<file path="src/shared/dsc_pkg.sv">
package dsc_pkg;

  // Serial word layout, MSB first on the wire
  localparam int WORD_W    = 16;
  localparam int CMD_W     = 3;
  localparam int CODE_W    = 10;
  localparam int SUB_W     = 3;
  localparam int CMD_MSB   = 15;
  localparam int CMD_LSB   = 13;
  localparam int CODE_MSB  = 12;
  localparam int CODE_LSB  = 3;
  localparam int SUB_MSB   = 2;
  localparam int SUB_LSB   = 0;
  localparam int SYNC_W    = 3;

  // Reset values
  localparam logic [CODE_W-1:0] CODE_RST  = 10'h000;
  localparam logic [WORD_W-1:0] WORD_RST  = 16'h0000;
  localparam logic [SUB_W-1:0]  SUB_ZERO  = 3'h0;

  // Command field values (low two bits unless noted)
  localparam logic [1:0] CMD_LOAD_BOTH  = 2'h0;
  localparam logic [1:0] CMD_LOAD_INPUT = 2'h1;
  localparam logic [1:0] CMD_UPDATE     = 2'h2;
  localparam logic [2:0] CMD_SHUTDOWN   = 3'h7;
  localparam logic [2:0] CMD_IDLE       = 3'h3;

  // Decoded word carrier
  typedef struct packed {
    logic [CMD_W-1:0]  command_bits;
    logic [CODE_W-1:0] code_bits;
    logic [SUB_W-1:0]  sub_bits;
  } dsc_word_s;

  typedef enum logic [1:0] {
    ACT_NONE   = 2'h0,
    ACT_LOAD   = 2'h1,
    ACT_BOTH   = 2'h3,
    ACT_UPDATE = 2'h2
  } dsc_act_e;

  typedef enum logic {
    LINK_IDLE   = 1'b0,
    LINK_ACTIVE = 1'b1
  } dsc_link_e;

endpackage

</file>
<file path="src/design/dsc_decoder.sv">
`timescale 1ns/1ps

module dsc_decoder (
  input  wire logic                        i_core_clk,
  input  wire logic                        i_rst,
  input  wire logic                        i_cs_n,
  input  wire logic                        i_sclk,
  input  wire logic                        i_din,
  output logic [dsc_pkg::CODE_W-1:0]       o_input_code,
  output logic [dsc_pkg::CODE_W-1:0]       o_dac_code,
  output logic                             o_shutdown,
  output logic                             o_word_strobe,
  output logic                             o_sub_err
);

  ////////////////////////////////////////////////////////////////////////////
  // Decoding shared by the action logic and the checks
  function automatic dsc_pkg::dsc_act_e decode_act(input logic [dsc_pkg::CMD_W-1:0] cmd);
    dsc_pkg::dsc_act_e act;
    act = dsc_pkg::ACT_NONE;
    if (cmd == dsc_pkg::CMD_SHUTDOWN || cmd == dsc_pkg::CMD_IDLE) begin
      act = dsc_pkg::ACT_NONE;
    end else if (cmd[1:0] == dsc_pkg::CMD_LOAD_BOTH) begin
      act = dsc_pkg::ACT_BOTH;
    end else if (cmd[1:0] == dsc_pkg::CMD_LOAD_INPUT) begin
      act = dsc_pkg::ACT_LOAD;
    end else if (cmd[1:0] == dsc_pkg::CMD_UPDATE) begin
      act = dsc_pkg::ACT_UPDATE;
    end
    return act;
  endfunction

  ////////////////////////////////////////////////////////////////////////////
  // Three-stage synchronisers; only stages 2 and 3 are looked at
  logic [dsc_pkg::SYNC_W-1:0] cs_sync_ff;
  logic [dsc_pkg::SYNC_W-1:0] sclk_sync_ff;
  logic [dsc_pkg::SYNC_W-1:0] din_sync_ff;
  logic [dsc_pkg::SYNC_W-1:0] nxt_cs_sync;
  logic [dsc_pkg::SYNC_W-1:0] nxt_sclk_sync;
  logic [dsc_pkg::SYNC_W-1:0] nxt_din_sync;
  logic                       cs_lvl_ff;
  logic                       sclk_lvl_ff;
  logic                       nxt_cs_lvl;
  logic                       nxt_sclk_lvl;

  // A level is accepted only when stages 2 and 3 agree
  always_comb begin
    nxt_cs_sync   = {cs_sync_ff[1:0], i_cs_n};
    nxt_sclk_sync = {sclk_sync_ff[1:0], i_sclk};
    nxt_din_sync  = {din_sync_ff[1:0], i_din};
    nxt_cs_lvl    = (cs_sync_ff[1] == cs_sync_ff[2]) ? cs_sync_ff[2] : cs_lvl_ff;
    nxt_sclk_lvl  = (sclk_sync_ff[1] == sclk_sync_ff[2]) ? sclk_sync_ff[2] : sclk_lvl_ff;
  end

  // Select idles high so no edge is seen out of reset
  always_ff @(posedge i_core_clk or posedge i_rst) begin
    if (i_rst) begin
      cs_sync_ff   <= '1;
      sclk_sync_ff <= '0;
      din_sync_ff  <= '0;
      cs_lvl_ff    <= 1'b1;
      sclk_lvl_ff  <= 1'b0;
    end else begin
      cs_sync_ff   <= nxt_cs_sync;
      sclk_sync_ff <= nxt_sclk_sync;
      din_sync_ff  <= nxt_din_sync;
      cs_lvl_ff    <= nxt_cs_lvl;
      sclk_lvl_ff  <= nxt_sclk_lvl;
    end
  end

  logic sclk_rise;
  logic cs_rise;
  // Edge is seen the cycle a new level is accepted; idle reset levels avoid a false edge
  assign sclk_rise = nxt_sclk_lvl & ~sclk_lvl_ff;
  assign cs_rise   = nxt_cs_lvl & ~cs_lvl_ff;

  ////////////////////////////////////////////////////////////////////////////
  // Link state and shift register
  dsc_pkg::dsc_link_e              link_ff;
  dsc_pkg::dsc_link_e              nxt_link;
  logic [dsc_pkg::WORD_W-1:0]      shift_ff;
  logic [dsc_pkg::WORD_W-1:0]      nxt_shift;

  // Data stage 3 is sampled with the same lag as the clock edge decision
  always_comb begin
    nxt_link  = link_ff;
    nxt_shift = shift_ff;
    unique case (link_ff)
      dsc_pkg::LINK_IDLE: begin
        if (!nxt_cs_lvl) begin
          nxt_link = dsc_pkg::LINK_ACTIVE;
        end
      end
      dsc_pkg::LINK_ACTIVE: begin
        if (nxt_cs_lvl) begin
          nxt_link = dsc_pkg::LINK_IDLE;
        end else if (sclk_rise) begin
          // Keeps only the newest sixteen bits on any edge count
          nxt_shift = {shift_ff[dsc_pkg::WORD_W-2:0], din_sync_ff[2]};
        end
      end
    endcase
  end

  always_ff @(posedge i_core_clk or posedge i_rst) begin
    if (i_rst) begin
      link_ff  <= dsc_pkg::LINK_IDLE;
      shift_ff <= dsc_pkg::WORD_RST;
    end else begin
      link_ff  <= nxt_link;
      shift_ff <= nxt_shift;
    end
  end

  ////////////////////////////////////////////////////////////////////////////
  // Command execution at the select rising edge
  dsc_pkg::dsc_word_s          word;
  dsc_pkg::dsc_act_e           act;
  logic                        word_go;
  logic [dsc_pkg::CODE_W-1:0]  input_ff;
  logic [dsc_pkg::CODE_W-1:0]  dac_ff;
  logic                        sd_ff;
  logic                        strobe_ff;
  logic                        sub_err_ff;
  logic [dsc_pkg::CODE_W-1:0]  nxt_input;
  logic [dsc_pkg::CODE_W-1:0]  nxt_dac;
  logic                        nxt_sd;
  logic                        nxt_sub_err;

  // Word decoded straight from the shift register; no bit counter is kept
  assign word    = shift_ff;
  assign act     = decode_act(word.command_bits);
  assign word_go = cs_rise && (link_ff == dsc_pkg::LINK_ACTIVE);

  always_comb begin
    nxt_input   = input_ff;
    nxt_dac     = dac_ff;
    nxt_sd      = sd_ff;
    nxt_sub_err = sub_err_ff;
    if (word_go) begin
      if (word.command_bits == dsc_pkg::CMD_SHUTDOWN) begin
        nxt_sd = 1'b1;
      end
      unique case (act)
        dsc_pkg::ACT_BOTH: begin
          nxt_input = word.code_bits;
          nxt_dac   = word.code_bits;
          nxt_sd    = 1'b0;
        end
        dsc_pkg::ACT_LOAD: begin
          nxt_input = word.code_bits;
        end
        dsc_pkg::ACT_UPDATE: begin
          nxt_dac = input_ff;
          nxt_sd  = 1'b0;
        end
        dsc_pkg::ACT_NONE: begin
          nxt_input = input_ff;
        end
      endcase
      // Sub-bits should be zero on loads; flagged, not refused
      if (act == dsc_pkg::ACT_BOTH || act == dsc_pkg::ACT_LOAD) begin
        nxt_sub_err = (word.sub_bits != dsc_pkg::SUB_ZERO);
      end
    end
  end

  // Power-on clears both code registers
  always_ff @(posedge i_core_clk or posedge i_rst) begin
    if (i_rst) begin
      input_ff   <= dsc_pkg::CODE_RST;
      dac_ff     <= dsc_pkg::CODE_RST;
      sd_ff      <= 1'b0;
      strobe_ff  <= 1'b0;
      sub_err_ff <= 1'b0;
    end else begin
      input_ff   <= nxt_input;
      dac_ff     <= nxt_dac;
      sd_ff      <= nxt_sd;
      strobe_ff  <= word_go;
      sub_err_ff <= nxt_sub_err;
    end
  end

  // Every output comes from a register
  assign o_input_code  = input_ff;
  assign o_dac_code    = dac_ff;
  assign o_shutdown    = sd_ff;
  assign o_word_strobe = strobe_ff;
  assign o_sub_err     = sub_err_ff;
endmodule

</file>
<file path="config.mk">
export PLATFORM = sky130hd
export DESIGN_NAME = dsc_decoder
export DESIGN_NICKNAME = d
export VERILOG_FILES = /design/src/shared/dsc_pkg.sv /design/src/design/dsc_decoder.sv
export SDC_FILE = /design/constraint.sdc
export NUM_CORES = 1
export LEC_CHECK = 0
export ABC_AREA = 1
export BUFFER_PORTS_ARGS = -buffer_cell sky130_fd_sc_hd__buf_2
export CORE_UTILIZATION = 56
export CTS_BUF_LIST = sky130_fd_sc_hd__clkbuf_16
export DETAILED_ROUTE_END_ITERATION = 8
export GPL_TIMING_DRIVEN = 0
export PLACE_DENSITY = 0.78
export SYNTH_ARGS = -nofsm -noshare
export SYNTH_HDL_FRONTEND = slang
export SYNTH_SLANG_ARGS = --single-unit
</file>
<file path="constraint.sdc">
create_clock -name i_core_clk -period 1.73 [get_ports i_core_clk]
set_clock_uncertainty 0.05 [all_clocks]
set_input_delay 0.173 -clock i_core_clk [delete_from_list [all_inputs] [get_ports i_core_clk]]
set_output_delay 0.173 -clock i_core_clk [all_outputs]
set_load 0.02 [all_outputs]
</file>
==> flow_summary.json, run 1 <==
{
  "status": "completed",
  "worstRegToRegCells": 6,
  "fin_crit_sh_pct": 84.2,
  "worst_pin_slew_ps": 551,
  "maxSlewViolCount": 0,
  "netSwitchingPower_uw": 639,
  "hpwl_mm": 2.75,
  "die_w_um": 64.0,
  "netlist_area_um2": 2150,
  "synth.distinct_cells": 20,
  "fin_crit_ps": 1460,
  "hold_viol": 0,
  "synthAdderAreaFrac_pct": 0.465,
  "drive_above_1_share_pct": 26.4,
  "hold_class": "reg2reg",
  "synthCells": 229,
  "final_cell_mix": "99 x nand2_1, 47 x dfrtp_1, 38 x nand3_1",
  "die_h_um": 64.0,
  "ys_ff_latch": 51,
  "slowest_delay_ps": 540,
  "crit_start": "cs_sync_ff[1]",
  "grt_util_met3_pct": 5.54,
  "via_per_inst": 5.12,
  "cts_buffers": 5,
  "swShare_pct": 25.0,
  "seqPwrFrac_pct": 52.5,
  "portBuffers": 27,
  "use_met2_pct": 35.4,
  "worst_slack_ps": 273,
  "cts_buffer_depth": 2,
  "antenna_left": 0,
  "cts.reportedPaths.clkPinSlew_ps": 60,
  "start_util_pct": 58.7,
  "antenna_found_initial": 0,
  "cp-endpoint": "o_input_code[0]",
  "fin_nets": 273,
  "syn_area_per_cell_um2": 9.39,
  "grt_usage_pct": 22.6,
  "synth_xor_area_share_pct": 0,
  "mostFrequentLayoutCell": "nand2_1",
  "worstPathArrival_ps": 1580,
  "worstPathCellList": "nand2_1 > nor2_4 > nand2_1 > buf_2 > nand2_1 > nand2_1",
  "drc": 0,
  "rsz0062_at_grt": "false",
  "num_vias": 1623,
  "grt_pass1_vias": 1544,
  "cts_tree": "yes",
  "worst_path_most_repeated_cell": "nand2_1",
  "worstReg2RegStart": "cs_sync_ff[1]",
  "worstSkewPairLatency_ps": 280,
  "grt_first_pass_wirelength_mm": 7.11,
  "power_leakage_uw": 0.00143,
  "combPwrFrac_pct": 11.2,
  "timing.hold.ws_ps": 298,
  "htreeDepth": 2,
  "ir_worst_vdd_v": 0.000773,
  "cts_sinks": 51,
  "num_rows": 22,
  "diodes": 0,
  "powerDensity_nw_per_um2": 1000,
  "synth_seq_area_share_pct": 59.6,
  "crit_fanout": 10,
  "r2r_slack_ps": 270,
  "drt_iter0_markers": 133,
  "max_clock_freq_mhz": 686,
  "syn-num-nets": 234,
  "p_clk_share_pct": 36.3,
  "core-area_um2": 3660,
  "synth_top_cell_by_area": "dfrtp_1",
  "pre_cts_slack_ps": 292,
  "totalWireLength_mm": 3.90,
  "crit_slowest_cell": "dfstp_2",
  "cts_root_buffer": "clkbuf_16",
  "worstReg2RegEnd": "o_input_code[0]",
  "dieArea_um2": 4090,
  "synth_compound_area_share_pct": 0.233,
  "critPathCaptureType": "flip-flop",
  "ioPinCount": 28,
  "setup_violations": 0,
  "grtUsageMet1_pct": 30.9,
  "yosys_warnings": 0,
  "cap_violations": 0,
  "crit_required_ps": 1850,
  "top_usage_layer": "met2",
  "synthMuxAreaShare_pct": 0,
  "gp_congestion": 0.771,
  "total_power_uw": 2550,
  "worstSetupPathType": "reg2reg",
  "syn2layout_area_growth_pct": 18.4,
  "routedWlPerCell_um": 12.3,
  "critPathLaunchType": "flip-flop",
  "synth_top_family_by_area": "simple AND/OR/NAND/NOR gates",
  "slew-limit-headroom_pct": 63.2,
  "cts_resized": 0,
  "yosysTopAreaCellShare_pct": 54.7,
  "p_int_uw": 1910,
  "grt_max_degree": 27,
  "synth_simple_gate_area_share_pct": 34.6,
  "synth_area_leaders": "dfrtp_1 55%, nand2_1 17%, nand3_1 8.8%",
  "dr.pass1.iters": 4,
  "overflow": 0
}
-- cell type report --
class                           count  area, um^2
Buffer                             10        80.1
Multi-Input combinational cell    160         759
Clock buffer                        5         125
Timing Repair Buffer               32         195
Inverter                            8        30.0
Clock inverter                      3        16.3
Sequential cell                    51        1280
Fill cell                         274        1110
Tap cell                           48        60.1
-- flip-flops by register name, indices dropped and copies added (netlist names) --
signal / cells
sclk_lvl_ff: 1
o_shutdown: 1
o_sub_err: 1
o_dac_code: 10
din_sync_ff: 3
o_input_code: 10
cs_sync_ff: 3
sclk_sync_ff: 3
cs_lvl_ff: 1
shift_ff: 16
o_word_strobe: 1
link_ff: 1
-- synthesized netlist by cell type (all sizes together) --
cell type,number
inv,8
clkbuf,1
o21ai,1
buf,9
nand2,115
or2,1
nor3,1
nor2,2
dfrtp,47
maj3,1
dfstp,4
nand3,39
-- kinds of logic after synthesis --
logic type / Yosys count
adders and majority gates: 1
DFF: 51
and+or+nand+nor: 158
buffers and inverters: 18
AOI/OAI and AO/OA: 1
-- routing by layer --
layer | wire length, um | vias up | part of all wire, %
met3 | 129 | 7 | 3.3
met2 | 1840 | 29 | 47
met4 | 51 | 0 | 1.3
met1 | 1880 | 786 | 48
li1 | - | 801 | -
met5 | 0 | - | 0
-- critical path: cells and delay by family, from the launching register on --
family | cells | cell delay, ps
flip-flops | 1 | 540
AND/OR/NAND/NOR | 5 | 540
buffers and inverters | 1 | 210
-- timing repair --
action / 4_1_cts / 5_1_grt
hold endpoints to repair: 28 / 0
setup buffers: 0 / 0
hold buffers: 4 / 0
-- how the worst min path moves through the flow --
stage	start	to	slack, ps	depth (start not counted)
6_report	sclk_sync_ff[0]	sclk_sync_ff[1]	300	0
4_1_cts	sclk_sync_ff[0]	sclk_sync_ff[1]	300	0
5_1_grt	din_sync_ff[1]	din_sync_ff[2]	310	0
2_1_floorplan	i_cs_n	cs_sync_ff[0]	130	0
3_3_place_gp	i_cs_n	cs_sync_ff[0]	230	1
3_5_place_dp	i_rst	sclk_lvl_ff	210	2
-- power by group through the flow --
stage	Clock [uW]	Combinational [uW]	Sequential (uW)
final	924	286	1340
after global routing	1010	321	1350
after CTS	948	290	1340
after detailed placement	0	282	1360
after global placement	0	267	1360
after floorplan	0	167	1390
-- per-stage QoR --
| step | setup TNS [ps] | cell area (um^2) | instances | utilization [%] |
|---|---|---|---|---|
| 2_1_floorplan | 0 | 2150 | 229 | - |
| 3_3_place_gp | -13530 | 2350 | 304 | 64.1 |
| 3_5_place_dp | 0 | 2370 | 305 | 64.6 |
| 4_1_cts | 0 | 2550 | 317 | 69.6 |
| 5_1_grt | 0 | 2550 | 317 | 69.6 |
| 6_report | 0 | 2550 | 317 | 69.6 |
Note: power is estimated with default switching activity, not from simulation.
==> inputs of run 2 (changes only) <==
CORE_UTILIZATION = 51   (was 56)
PLACE_DENSITY = 0.75   (was 0.78)
clock period = 1.3 ns   (was 1.73 ns; I/O delays follow)
==> flow_summary.json, run 2 (synthesis gave the netlist of run 1 again) <==
{
  "crit_slowest_cell": "dfstp_2",
  "nFillCells": 328,
  "slowest_delay_ps": 560,
  "drc": 0,
  "dp_cells": 306,
  "cpLargestDelayFamily": "flip-flops",
  "totalWireLength_mm": 3.99,
  "syn2layout_area_growth_pct": 20.8,
  "via_per_inst": 5.05,
  "critPathLaunchType": "flip-flop",
  "ir_worst_vdd_v": 0.000962,
  "cts_buffer_depth": 2,
  "crit_fanout": 4,
  "crit_buf_inv": 2,
  "dieArea_um2": 4480,
  "powerDensity_nw_per_um2": 1290,
  "grt_max_degree": 52,
  "num_vias": 1621,
  "rsz0062_at_grt": "true",
  "layout.cells.non_filler": 321,
  "regMostFlops": "shift_ff",
  "hold_class": "in2async",
  "final_cell_mix": "92 x nand2_1, 47 x dfrtp_1, 38 x nand3_1",
  "cts_tree": "yes",
  "antenna_left": 0,
  "cts_root_buffer": "clkbuf_16",
  "fin_crit_sh_pct": 102,
  "worst_pin_slew_ps": 1050,
  "worst_path_most_repeated_cell": "nand2_2",
  "worstPathArrival_ps": 1450,
  "crit_required_ps": 1420,
  "seqPwrFrac_pct": 53.2,
  "cts_buffers": 5,
  "max_clock_freq_mhz": 753,
  "multi_input_area_um2": 782,
  "maxSlewViolCount": 0,
  "drive_above_1_share_pct": 29.9,
  "cts.reportedPaths.clkPinSlew_ps": 60,
  "violations": "setup timing",
  "stdcell_area_um2": 2600,
  "ioPinCount": 28,
  "cap_violations": 0,
  "regArea_um2": 1280,
  "die_w_um": 66.9,
  "overflow": 0,
  "grt_usage_pct": 19.8,
  "drt_iter0_markers": 129,
  "grt_first_pass_wirelength_mm": 6.58,
  "antenna_found_initial": 0,
  "hold_viol": 0,
  "start_util_pct": 53.4,
  "core-area_um2": 4030,
  "worstRegToRegCells": 7,
  "routedWlPerCell_um": 12.4,
  "cp.depth": 7,
  "p_clk_share_pct": 35.2,
  "mostFrequentLayoutCell": "nand2_1",
  "netSwitchingPower_uw": 826,
  "worst_slack_ps": -28.7,
  "hpwl_mm": 2.56,
  "p_int_uw": 2540,
  "portBuffers": 27,
  "setup_violations": 16,
  "dpl_cell_area_um2": 2350,
  "largest_register_ffs": 16,
  "diodes": 0,
  "die_h_um": 66.9,
  "power_leakage_uw": 0.00146,
  "swShare_pct": 24.6,
  "dr.pass1.iters": 4,
  "worstPathCellList": "nand2_4 > nor2_4 > buf_6 > buf_4 > nand2_2 > nand2_2 > nand2_1",
  "cts_sinks": 51,
  "fin_crit_ps": 1330,
  "htreeDepth": 2,
  "combPwrFrac_pct": 11.7,
  "grt_pass1_vias": 1460,
  "critPathCaptureType": "flip-flop",
  "gp_congestion": 0.815,
  "worstSkewPairLatency_ps": 280,
  "fin_nets": 277,
  "worstSetupPathType": "reg2reg",
  "slew-limit-headroom_pct": 29.9,
  "finish.utilization_pct": 64.5,
  "num_rows": 23,
  "status": "complete, but fails checks"
}
## run 2: area by class of cell
type | instances | area share [%]
multi-input cells | 160 | 30.1
clock buffers | 5 | 4.81
flip-flops and latches | 51 | 49.3
clock inverters | 1 | 0.144
plain buffers | 10 | 3.71
repair buffers | 36 | 8.23
inverters | 8 | 1.30
well taps | 50 | 2.41
## run 2: through the flow
step	TNS, ps	setup slack (ps)	hold WS, ps	total power [uW]
floorplan	0	8.42	84.5	2070
global placement	-2030	-118	184	2170
detailed placement	-2530	-130	187	2180
CTS	0	3.54	77.8	3390
global route	-2340	-125	138	3510
finish	-134	-28.7	27.9	3360
## run 2: routing by layer
layer | GRT usage [%] | share of wire, % | up-vias
li1 | - | - | 810
met4 | 7.45 | 1.3 | 0
met3 | 5.14 | 3.9 | 6
met2 | 30.9 | 48 | 39
met5 | 0 | 0 | -
met1 | 26.3 | 47 | 766
## run 2: final timing paths
check,endpoint,start,slack (ps)
max reg2reg,o_shutdown,cs_sync_ff[1],-30
max,o_shutdown,cs_sync_ff[1],-30
max in group asynchronous,shift_ff[3],i_rst,590
min reg2reg,sclk_sync_ff[1],sclk_sync_ff[0],300
min,sclk_sync_ff[1],i_rst,30
min in group i_core_clk,sclk_sync_ff[1],sclk_sync_ff[0],300
## run 2: power by group through the flow
stage | Sequential, uW | Combinational [uW] | Clock (uW)
2_1_floorplan | 1850 | 223 | 0
3_3_place_gp | 1810 | 358 | 0
3_5_place_dp | 1810 | 364 | 0
4_1_cts | 1790 | 393 | 1210
5_1_grt | 1810 | 437 | 1260
6_report | 1790 | 393 | 1180
## run 2: repair_timing
| action | 4_1_cts | 5_1_grt |
|---|---|---|
| cloned | 0 | 0 |
| setup endpoints to repair | 30 | 31 |
| gates resized for setup | 8 | 6 |
| buffers inserted | 5 | 1 |
| hold buffers | 3 | 0 |
| pin swaps | 2 | 3 |
| endpoints found under the hold margin | 3 | 0 |
==> inputs of run 3 (changes only) <==
clock period = 1.2 ns   (was 1.3 ns; I/O delays follow)
==> flow_summary.json, run 3 (synthesis gave the netlist of run 1 again) <==
{
  "antenna_left": 0,
  "cts_sinks": 51,
  "routedWlPerCell_um": 13.1,
  "critPathLaunchType": "flip-flop",
  "dr.pass1.iters": 4,
  "drt_iter0_markers": 105,
  "worstPathArrival_ps": 1450,
  "slew-limit-headroom_pct": 30.1,
  "worstSkewPairLatency_ps": 280,
  "cap_violations": 0,
  "grt_pass1_vias": 1473,
  "pre_cts_slack_ps": -153,
  "fin_nets": 280,
  "syn2layout_area_growth_pct": 26.5,
  "diodes": 0,
  "crit_fanout": 10,
  "fin_crit_sh_pct": 110,
  "start_util_pct": 53.4,
  "drive_above_1_share_pct": 33.3,
  "status": "complete, but fails checks",
  "crit_required_ps": 1320,
  "violations": "setup timing",
  "critPathCaptureType": "flip-flop",
  "hpwl_mm": 2.56,
  "portBuffers": 27,
  "antenna_found_initial": 0,
  "worst_slack_ps": -126,
  "fin_crit_ps": 1330,
  "nFillCells": 324,
  "rsz0062_at_grt": "true",
  "cts_tree": "yes",
  "mostFrequentLayoutCell": "nand2_1",
  "regMostFlops": "shift_ff",
  "cts_buffer_depth": 2,
  "power_leakage_uw": 0.00150,
  "die_w_um": 66.9,
  "dieArea_um2": 4480,
  "hold_class": "in2async",
  "setup_violations": 35,
  "largest_register_ffs": 16,
  "grt_first_pass_wirelength_mm": 6.42,
  "grt_usage_pct": 19.3,
  "via_per_inst": 5.05,
  "htreeDepth": 2,
  "overflow": 0,
  "drc": 0,
  "cts_buffers": 5,
  "totalWireLength_mm": 4.28,
  "worstSetupPathType": "reg2reg",
  "cts.reportedPaths.clkPinSlew_ps": 60,
  "max_clock_freq_mhz": 754,
  "ioPinCount": 28,
  "num_rows": 23,
  "ir_worst_vdd_v": 0.00116,
  "gp_congestion": 0.827,
  "grt_max_degree": 52,
  "core-area_um2": 4030,
  "worst_pin_slew_ps": 1050,
  "maxSlewViolCount": 0,
  "cts_root_buffer": "clkbuf_16",
  "final_cell_mix": "92 x nand2_1, 47 x dfrtp_1, 34 x nand3_1",
  "powerDensity_nw_per_um2": 1410,
  "num_vias": 1647,
  "die_h_um": 66.9,
  "finish.utilization_pct": 67.5,
  "hold_viol": 0
}
[run 3: where the power goes]
group / leakage [uW] / total (uW) / internal [uW] / switching (uW)
Clock: 0.0000740 / 1370 / 772 / 596
Combinational: 0.000756 / 507 / 211 / 296
Sequential: 0.000674 / 1950 / 1850 / 103
[run 3: final timing paths]
kind	cells after the start	end	slack [ps]	startpoint
max in group asynchronous	2	o_input_code[5]	530	i_rst
worst max register to register	6	o_input_code[1]	-130	cs_sync_ff[1]
worst min-delay path	2	o_dac_code[8]	20	i_rst
min in group i_core_clk	0	sclk_sync_ff[1]	300	sclk_sync_ff[0]
worst min register to register	0	sclk_sync_ff[1]	300	sclk_sync_ff[0]
worst max-delay path	6	o_input_code[1]	-130	cs_sync_ff[1]
[run 3: routing by layer]
| metal | GRT usage, % | vias to the layer above | part of all wire (%) | wire [um] |
|---|---|---|---|---|
| met3 | 4.62 | 8 | 4.4 | 190 |
| met2 | 31.2 | 45 | 50 | 2130 |
| li1 | - | 814 | - | - |
| met5 | 0 | - | 0 | 0 |
| met1 | 24.9 | 780 | 44 | 1900 |
| met4 | 7.45 | 0 | 1.3 | 57 |
[run 3: timing repair]
action,CTS,global route
cloned,0,2
pin swaps,1,14
hold endpoints to repair,3,0
resized for setup,4,20
hold buffers,3,0
endpoints found under the setup margin,31,41
setup buffers,0,7
[run 3: cell type report]
cell class | instances | area, um^2 | area share (%)
multi-input combinational | 160 | 817 | 30.0
tap | 50 | 62.6 | 2.30
timing repair buffer | 39 | 287 | 10.5
clock buffer | 5 | 125 | 4.60
sequential | 51 | 1280 | 47.1
inverter | 8 | 33.8 | 1.24
clock inverter | 3 | 18.8 | 0.690
buffer | 10 | 96.3 | 3.54
[run 3: per-stage QoR]
| stage | hold WS (ps) | total power (uW) | TNS (ps) | area (um^2) | cells |
|---|---|---|---|---|---|
| finish | 22.1 | 3830 | -2980 | 2720 | 326 |
| global route | 113 | 3990 | -5330 | 2720 | 326 |
| CTS | 61.5 | 3740 | -3400 | 2550 | 317 |
| detailed placement | 177 | 2360 | -3440 | 2360 | 306 |
| global placement | 175 | 2350 | -3120 | 2360 | 306 |
| floorplan | 74.5 | 2240 | -687 | 2160 | 229 |
[run 3: worst max-delay path, cell delays in order (launching register included)]
cell and delay, ps:
dfstp_2 560, nand2_4 70, nor2_4 160, nand2_2 100, buf_6 150, nand2_1 70, nand2_1 60
